[src/verilog/irq_pkg.sv]
/*
  Shared constants for the interrupt flag, mask and raw status block.
  Assumes a 32-bit APB register bus clocked at 200 MHz.
*/
package irq_pkg;

  // ----------------------------------------------------------------
  // Bus widths and register indices (byte address is four times these)
  // ----------------------------------------------------------------
  localparam int ADDR_W = 16;
  localparam int DATA_W = 32;
  localparam int REG_W = 16;
  localparam int IDX_W = 14;
  localparam logic [IDX_W-1:0] IDX_ALARM_FLAGS = 14'h1823;
  localparam logic [IDX_W-1:0] IDX_MASK_FIRST = 14'h1840;
  localparam logic [IDX_W-1:0] IDX_MASK_LAST = 14'h1863;
  localparam logic [IDX_W-1:0] IDX_RAW_FIRST = 14'h1880;
  localparam logic [IDX_W-1:0] IDX_RAW_SECOND = 14'h1881;

  // ----------------------------------------------------------------
  // Mask bank layout
  // ----------------------------------------------------------------
  localparam int MASK_COUNT = 36;
  localparam int MASK_SEL_W = 6;
  localparam logic [MASK_SEL_W-1:0] ALARM_MASK_ENTRY =
    MASK_SEL_W'(IDX_MASK_LAST - IDX_MASK_FIRST);

  // ----------------------------------------------------------------
  // Field positions
  // ----------------------------------------------------------------
  localparam int ALARM_CHANNELS = 4;
  localparam int POS_HOST_ERR = 12;
  localparam int POS_BOOT_DONE = 7;
  localparam int POS_CORE_CLK = 14;
  localparam int POS_ASYNC_CLK = 13;
  localparam int POS_MAIN_CLK = 12;
  localparam int POS_B_LOCK = 9;
  localparam int POS_A_LOCK = 8;
  localparam int POS_B_REF = 6;
  localparam int POS_A_REF = 5;

  // ----------------------------------------------------------------
  // Reset values
  // ----------------------------------------------------------------
  localparam logic [REG_W-1:0] FLAGS_RESET = 16'h0000;
  localparam logic [REG_W-1:0] MASK_RESET = 16'hffff;
  localparam logic [REG_W-1:0] RAW_RESET = 16'h0000;

  // ----------------------------------------------------------------
  // Timing
  // ----------------------------------------------------------------
  localparam int CLK_PERIOD_PS = 5000;
  localparam int BOOT_TIME_NS = 2000;
  localparam int BOOT_CYCLES = (BOOT_TIME_NS * 1000 + CLK_PERIOD_PS - 1) / CLK_PERIOD_PS;
  localparam int BOOT_CNT_W = 9;

  // Boot sequencer states.
  typedef enum logic {BOOT_RUN, BOOT_IDLE} boot_state_type;

endpackage : irq_pkg

[src/verilog/flag_bus_if.sv]
/*
  Carrier between the register front end and the alarm flag bank.
  Assumes both ends share pclk.
*/
`timescale 1ns/1ps
interface flag_bus_if;
  logic [irq_pkg::ALARM_CHANNELS-1:0] events;
  logic [irq_pkg::ALARM_CHANNELS-1:0] clear;
  logic [irq_pkg::ALARM_CHANNELS-1:0] flags;
  modport bank (input events, input clear, output flags);
  modport ctrl (output events, output clear, input flags);
endinterface : flag_bus_if

[src/verilog/irq_ctrl_top.sv]
/*
  Interrupt block top: APB slave with alarm flags, mask bank,
  raw status registers and one level interrupt output.
  Assumes an APB master on pclk and status inputs synchronous to pclk.
*/
// The APB slave port is this design's own decision.
`timescale 1ns/1ps
// Overview of operation
// - Each of four alarm flags, bits 3..0, sets on its event's rising edge.
// - A flag clears only when software writes one; zero leaves it.
// - One mask bit per flag; mask bank mirrors flag registers bit for bit.
// - Mask zero lets a flag reach the interrupt; one blocks it.
// - Control interface error shows live in bit 12 of first raw status.
// - Bit 7 of first raw status reads zero while booting, one when done.
// - Bit 14 of second raw status flags too few core clock cycles.
// - Bit 13 of second raw status flags too few asynchronous clock cycles.
// - Bit 12 of second raw status flags too few main clock cycles.
// - Second loop: bit 9 reads locked, bit 6 reads reference lost.
// - First loop: bit 8 reads locked, bit 5 reads reference lost.
module irq_ctrl_top (
  // Clock and reset.
  input wire logic pclk,
  input wire logic presetn,
  // APB slave port.
  input wire logic psel,
  input wire logic penable,
  input wire logic pwrite,
  input wire logic [irq_pkg::ADDR_W-1:0] paddr,
  input wire logic [irq_pkg::DATA_W-1:0] pwdata,
  output logic pready,
  output logic [irq_pkg::DATA_W-1:0] prdata,
  output logic pslverr,
  // Alarm channel events.
  input wire logic [irq_pkg::ALARM_CHANNELS-1:0] alarm_event,
  // Live conditions for the raw status registers.
  input wire logic host_port_error_state,
  input wire logic core_clock_shortfall_state,
  input wire logic async_clock_shortfall_state,
  input wire logic system_clock_shortfall_state,
  input wire logic loop_a_lock_state,
  input wire logic loop_b_lock_state,
  input wire logic loop_a_ref_loss_state,
  input wire logic loop_b_ref_loss_state,
  // Interrupt output.
  output logic irq_out
);
  import irq_pkg::*;

  // ----------------------------------------------------------------
  // Declarations
  // ----------------------------------------------------------------
  logic [IDX_W-1:0] word_idx;
  logic aligned;
  logic hit_flags;
  logic hit_mask;
  logic hit_raw1;
  logic hit_raw2;
  logic mapped;
  logic [MASK_SEL_W-1:0] mask_sel;
  logic setup_phase;
  logic wr_en;
  logic [DATA_W-1:0] rdata_d;
  logic [DATA_W-1:0] prdata_q;
  logic pslverr_q;
  logic [REG_W-1:0] mask_q [MASK_COUNT];
  logic [ALARM_CHANNELS-1:0] alarm_mask;
  logic [ALARM_CHANNELS-1:0] pending;
  logic irq_q;
  logic boot_done;
  logic [REG_W-1:0] raw_first_d;
  logic [REG_W-1:0] raw_second_d;
  logic [REG_W-1:0] raw_first_q;
  logic [REG_W-1:0] raw_second_q;

  flag_bus_if fb ();

  // ----------------------------------------------------------------
  // Sub-blocks
  // ----------------------------------------------------------------

  // Latched alarm flags.
  alarm_flag_bank u_flags (
    .pclk(pclk),
    .presetn(presetn),
    .fb(fb.bank)
  );

  // Boot sequence timer.
  boot_sequencer u_boot (
    .pclk(pclk),
    .presetn(presetn),
    .boot_done(boot_done)
  );

  // ----------------------------------------------------------------
  // Address decode
  // ----------------------------------------------------------------

  // Word index from the byte address; misaligned addresses are unmapped.
  assign word_idx = paddr[ADDR_W-1:2];
  assign aligned = (paddr[1:0] == 2'b00);

  // Select the addressed register.
  always_comb begin
    hit_flags = 1'b0;
    hit_mask = 1'b0;
    hit_raw1 = 1'b0;
    hit_raw2 = 1'b0;
    mask_sel = '0;
    if (!aligned) begin
      hit_flags = 1'b0;
    end else if (word_idx == IDX_ALARM_FLAGS) begin
      hit_flags = 1'b1;
    end else if (word_idx >= IDX_MASK_FIRST && word_idx <= IDX_MASK_LAST) begin
      hit_mask = 1'b1;
      mask_sel = MASK_SEL_W'(word_idx - IDX_MASK_FIRST);
    end else if (word_idx == IDX_RAW_FIRST) begin
      hit_raw1 = 1'b1;
    end else if (word_idx == IDX_RAW_SECOND) begin
      hit_raw2 = 1'b1;
    end
  end

  assign mapped = hit_flags | hit_mask | hit_raw1 | hit_raw2;

  // ----------------------------------------------------------------
  // APB handshake
  // ----------------------------------------------------------------

  // The slave never stalls: every access phase completes at once.
  assign pready = 1'b1;
  assign setup_phase = psel & ~penable;
  assign wr_en = psel & penable & pwrite;
  assign prdata = prdata_q;
  assign pslverr = pslverr_q;

  // Read data mux; unmapped addresses read zero.
  always_comb begin
    rdata_d = '0;
    if (hit_flags) begin
      rdata_d[ALARM_CHANNELS-1:0] = fb.flags;
    end else if (hit_mask) begin
      rdata_d[REG_W-1:0] = mask_q[mask_sel];
    end else if (hit_raw1) begin
      rdata_d[REG_W-1:0] = raw_first_q;
    end else if (hit_raw2) begin
      rdata_d[REG_W-1:0] = raw_second_q;
    end
  end

  // Read data and error are captured in the setup cycle, so they come
  // from flip-flops and stand through the access phase.
  always_ff @(posedge pclk or negedge presetn) begin
    if (!presetn) begin
      prdata_q <= '0;
      pslverr_q <= 1'b0;
    end else if (setup_phase) begin
      prdata_q <= pwrite ? '0 : rdata_d;
      pslverr_q <= ~mapped;
    end
  end

  // ----------------------------------------------------------------
  // Alarm flags
  // ----------------------------------------------------------------

  // Write-one-to-clear pulse toward the flag bank; zeros leave flags alone.
  assign fb.events = alarm_event;
  assign fb.clear = (wr_en && hit_flags) ? pwdata[ALARM_CHANNELS-1:0] : '0;

  // ----------------------------------------------------------------
  // Mask bank
  // ----------------------------------------------------------------

  // One mask word per flag register; the last word gates the alarm flags.
  for (genvar i = 0; i < MASK_COUNT; i++) begin : g_mask
    always_ff @(posedge pclk or negedge presetn) begin
      if (!presetn) begin
        mask_q[i] <= MASK_RESET;
      end else if (wr_en && hit_mask && mask_sel == MASK_SEL_W'(i)) begin
        mask_q[i] <= pwdata[REG_W-1:0];
      end
    end
  end

  // ----------------------------------------------------------------
  // Interrupt output
  // ----------------------------------------------------------------

  // A set mask bit blocks its flag; any unblocked flag raises the line.
  assign alarm_mask = mask_q[ALARM_MASK_ENTRY][ALARM_CHANNELS-1:0];
  assign pending = fb.flags & ~alarm_mask;
  assign irq_out = irq_q;

  // Registered level interrupt.
  always_ff @(posedge pclk or negedge presetn) begin
    if (!presetn) begin
      irq_q <= 1'b0;
    end else begin
      irq_q <= |pending;
    end
  end

  // ----------------------------------------------------------------
  // Raw status
  // ----------------------------------------------------------------

  // First raw status word: host port error and boot progress.
  always_comb begin
    raw_first_d = RAW_RESET;
    raw_first_d[POS_HOST_ERR] = host_port_error_state;
    raw_first_d[POS_BOOT_DONE] = boot_done;
  end

  // Second raw status word: clock shortfalls and loop states.
  always_comb begin
    raw_second_d = RAW_RESET;
    raw_second_d[POS_CORE_CLK] = core_clock_shortfall_state;
    raw_second_d[POS_ASYNC_CLK] = async_clock_shortfall_state;
    raw_second_d[POS_MAIN_CLK] = system_clock_shortfall_state;
    raw_second_d[POS_B_LOCK] = loop_b_lock_state;
    raw_second_d[POS_B_REF] = loop_b_ref_loss_state;
    raw_second_d[POS_A_LOCK] = loop_a_lock_state;
    raw_second_d[POS_A_REF] = loop_a_ref_loss_state;
  end

  // Raw words follow their sources every cycle; bus writes never reach them.
  always_ff @(posedge pclk or negedge presetn) begin
    if (!presetn) begin
      raw_first_q <= RAW_RESET;
      raw_second_q <= RAW_RESET;
    end else begin
      raw_first_q <= raw_first_d;
      raw_second_q <= raw_second_d;
    end
  end
endmodule : irq_ctrl_top

[src/verilog/alarm_flag_bank.sv]
/*
  Latched alarm channel flags: rising edge sets, write-one clears.
  Assumes events and clear pulses are synchronous to pclk.
*/
`timescale 1ns/1ps
module alarm_flag_bank (
  // Clock and reset.
  input wire logic pclk,
  input wire logic presetn,
  // Flag carrier.
  flag_bus_if.bank fb
);
  import irq_pkg::*;

  logic [ALARM_CHANNELS-1:0] prev_q;
  logic [ALARM_CHANNELS-1:0] flags_q;
  logic [ALARM_CHANNELS-1:0] rise;

  // A new edge beats a clear in the same cycle, so no event is lost.
  assign rise = fb.events & ~prev_q;
  assign fb.flags = flags_q;

  // Previous event level for edge detection.
  always_ff @(posedge pclk or negedge presetn) begin
    if (!presetn) begin
      prev_q <= '0;
    end else begin
      prev_q <= fb.events;
    end
  end

  // Sticky flags.
  always_ff @(posedge pclk or negedge presetn) begin
    if (!presetn) begin
      flags_q <= FLAGS_RESET[ALARM_CHANNELS-1:0];
    end else begin
      flags_q <= (flags_q & ~fb.clear) | rise;
    end
  end
endmodule : alarm_flag_bank

[src/verilog/boot_sequencer.sv]
/*
  Boot sequencer: busy for a fixed time after reset, then idle.
  Assumes presetn starts the sequence.
*/
`timescale 1ns/1ps
module boot_sequencer (
  // Clock and reset.
  input wire logic pclk,
  input wire logic presetn,
  // Boot status.
  output logic boot_done
);
  import irq_pkg::*;

  boot_state_type state_q;
  logic [BOOT_CNT_W-1:0] cnt_q;

  assign boot_done = (state_q == BOOT_IDLE);

  // Count the boot time, then stay idle until the next reset.
  always_ff @(posedge pclk or negedge presetn) begin
    if (!presetn) begin
      state_q <= BOOT_RUN;
      cnt_q <= '0;
    end else begin
      case (state_q)
        BOOT_RUN: begin
          if (cnt_q == BOOT_CNT_W'(BOOT_CYCLES - 1)) begin
            state_q <= BOOT_IDLE;
          end else begin
            cnt_q <= cnt_q + 1'b1;
          end
        end
        default: begin
          state_q <= BOOT_IDLE;
        end
      endcase
    end
  end
endmodule : boot_sequencer

[config.mk]
export PLATFORM = sky130hd
export DESIGN_NAME = irq_ctrl_top
export DESIGN_NICKNAME = d
export VERILOG_FILES = /design/src/verilog/irq_pkg.sv /design/src/verilog/flag_bus_if.sv /design/src/verilog/irq_ctrl_top.sv /design/src/verilog/alarm_flag_bank.sv /design/src/verilog/boot_sequencer.sv
export SDC_FILE = /design/constraint.sdc
export NUM_CORES = 1
export LEC_CHECK = 0
export BUFFER_PORTS_ARGS = -buffer_cell sky130_fd_sc_hd__buf_2
export CORE_ASPECT_RATIO = 1.4
export CORE_MARGIN = 5
export CORE_UTILIZATION = 60
export CTS_CLUSTER_DIAMETER = 150
export DETAILED_ROUTE_END_ITERATION = 7
export GPL_TIMING_DRIVEN = 0
export PLACE_DENSITY = 0.77
export SYNTH_ARGS = -nofsm -noshare
export SYNTH_HDL_FRONTEND = slang
export SYNTH_SLANG_ARGS = --single-unit
export TNS_END_PERCENT = 5
[constraint.sdc]
create_clock -name pclk -period 2.7 [get_ports pclk]
set_clock_uncertainty 0.15 [all_clocks]
set_input_delay 0.135 -clock pclk [delete_from_list [all_inputs] [get_ports pclk]]
set_output_delay 0.135 -clock pclk [all_outputs]
set_load 0.03 [all_outputs]
==> results.json <==
{
  "wirelength_mm": 122,
  "gp_congestion": 1.10,
  "critPathKind": "in -> reg",
  "seq_area_frac_synth": 0.551,
  "crit_required_ns": 3.12,
  "cts_max_path_buffers": 3,
  "cts_made_buffers": 59,
  "synthToLayoutAreaGrowth_pct": 16.8,
  "yosysTopAreaCell": "dfstp_2",
  "setup_viol": 141,
  "die_h_um": 272,
  "grt-ovfl-total": 0,
  "max_cap_viol_count": 0,
  "num_vias": 23200,
  "rsz0062_at_grt": "yes",
  "cp_cell_sequence": "buf_2 > or4b_4 > clkbuf_8 > a2111o_1 > buf_6 > nor2_4 > nand3_2 > clkdlybuf4s15_2 > mux2_2",
  "synth_area_leaders": "dfstp_2, mux2_2, dfrtp_1, o22ai_1, clkbuf_1",
  "crit_buf_inv": 4,
  "avgSynthCellArea_um2": 12.9,
  "cts_tree": "done",
  "status": "complete, but fails checks",
  "detailed_place_hpwl_mm": 82.5,
  "grt_max_degree": 130,
  "place_ws_ns": -2.96,
  "detail-route-antenna-nets": 0,
  "clock_latency_ns": 0.65,
  "startpoint_type": "input port",
  "grtUsageMet3": 0.134,
  "via_per_inst": 7.28,
  "io_buffers": 60,
  "path_clk_slew_ns": 0.07,
  "fin_crit_sh": 1.07,
  "yosysTopAreaCellShare": 0.513,
  "crit_family": "simple AND/OR/NAND/NOR gates",
  "crit_path_end_kind": "register",
  "powerDensity_mw_per_mm2": 554,
  "top_usage_layer": "met2",
  "arrival_ns": 3.31,
  "max-vdd-ir-drop_mv": 0.692,
  "nNetsFinal": 2558,
  "synthCells": 2292,
  "tightestPinTransition_ns": 1.35,
  "die_w_um": 197,
  "violations": "hold timing, setup timing",
  "synth_common_cells": "mux2_2, dfstp_2, clkbuf_1",
  "use_met2": 0.661,
  "yosysWarningCount": 0,
  "start_util": 0.603,
  "slowest_stage": "or4b_4",
  "drtPass1Iterations": 6,
  "holdWs_ns": -0.000651,
  "drt_iter0_drc": 2901,
  "slew_headroom": 0.100,
  "fmax_mhz": 346,
  "synth_seq_cells": 621,
  "postSynth.asyncResetShare": 1.00,
  "grt_usage": 0.450,
  "ios": 100,
  "path_max_fanout": 10,
  "setup_slack_ns": -0.193,
  "cts_sinks": 621,
  "setup_tns_ns": -9.41,
  "use_met1": 0.527,
  "leakage_nw": 14.0,
  "yosysMostFrequentCell": "mux2_2",
  "clock-root-buffer": "clkbuf_16",
  "ys_types": 83,
  "synth-edff-count": 0,
  "route.detailed.drc": 0,
  "design.core.area_mm2": 0.0489,
  "antenna_found_initial": 7,
  "finalMaxSlewViolations": 0,
  "max_stage_delay_ns": 0.56,
  "grt_pass1_vias": 23900,
  "period_needed_ns": 2.89,
  "hold_class": "in -> reg",
  "finish.utilization": 0.705,
  "hold_viol_final": 1,
  "synth_ff_type": "dfstp_2",
  "num_rows": 96,
  "synth_area_mm2": 0.0295,
  "die-area_mm2": 0.0538,
  "final_layout_size_suffix_gt1_frac": 0.642,
  "grt_pass1_wl_mm": 172,
  "wire_per_inst_um": 38.5,
  "htree_num_levels": 2
}
==> final timing paths <==
path | startpoint | to | slack (ns) | cells past startpoint
worst max-delay path | paddr[15] | mask_q[270] | -0.19 | 9
worst min-delay path | alarm_event[0] | u_flags.prev_q[0] | -0.0007 | 2
worst max register to register | mask_q[485] | prdata[5] | 0.37 | 7
worst min register to register | u_boot.boot_done | raw_first_q[7] | 0.30 | 0
max in group asynchronous | presetn | irq_out | 1.00 | 4
min in group asynchronous | presetn | mask_q[450] | 0.24 | 2
==> placed cells by master, fill, tap and decap left out, drive strengths merged, types with 26 or more instances in the layout <==
cell         count
o22ai          106
nand3           41
mux2i           35
nor3            50
nand2           69
a21oi           66
mux2           598
dfrtp           45
dlygate4sd3     42
a22oi           26
nor2           101
dfstp          576
clkbuf         193
buf            183
o21ai           78
==> routing by layer <==
layer  routed length [um]  up-vias  part of all wire
met1                40400    11700              0.33
met4                15300        4              0.13
li1                     -     8868                 -
met5                   32        -           0.00026
met3                14000      739              0.11
met2                52700     1869              0.43
==> per-stage QoR <==
stage	power (mW)	std cells	area [um^2]	hold slack [ns]
3_3_place_gp	10.4	3004	30800	0.0937
6_report	19.1	3182	34400	-0.000651
3_5_place_dp	10.4	3010	30900	0.0943
5_1_grt	19.5	3176	34400	0.0248
2_1_floorplan	9.83	2307	29700	-0.311
4_1_cts	19.0	3167	34200	0.00148
==> cell type report <==
type                    count  area, um^2
plain buffers             210        1480
inverters                  17        65.1
clock buffers              81        1660
well taps                 637         797
clock inverters            26         317
flip-flops and latches    621       16300
diodes                      7        17.5
fillers                  3371       14400
multi-input cells        1455       12800
repair buffers            128        1040
==> sequential cells by signal (all words and copies together), names as in the netlist <==
register / count
irq_out: 1
u_flags.prev_q: 4
pslverr: 1
u_flags.fb.flags: 4
alarm_mask: 4
prdata: 16
raw_second_q: 7
mask_q: 572
u_boot.cnt_q: 9
u_boot.boot_done: 1
raw_first_q: 2
==> where the power goes <==
group / leakage, nW / internal, mW / switching (mW) / total [mW]
sequential: 6.50 / 9.36 / 0.00719 / 9.37
combinational: 6.57 / 0.220 / 0.833 / 1.05
clock: 0.979 / 4.88 / 3.78 / 8.67
==> cells by family (layout without fill, tap and decap cells) <==
| family | Yosys count | count (layout) | share of synthesized area |
|---|---|---|---|
| flops | 621 | 621 | 0.551 |
| mux | 636 | 636 | 0.242 |
| other cells | 2 | 24 | 0.000255 |
| buf+inv | 231 | 462 | 0.0361 |
| compound gates | 445 | 445 | 0.102 |
| fa+ha+maj | 1 | 1 | 0.000424 |
| xor+xnor | 8 | 8 | 0.00238 |
| simple gates | 348 | 348 | 0.0646 |
==> repair_timing <==
action,in CTS,in global routing
hold endpoints to repair,212,0
setup buffers,12,8
hold buffers,42,0
pin swaps,14,13
endpoints found under the setup margin,442,283
gates resized for setup,260,56
Note: power is estimated with default switching activity, not from simulation.
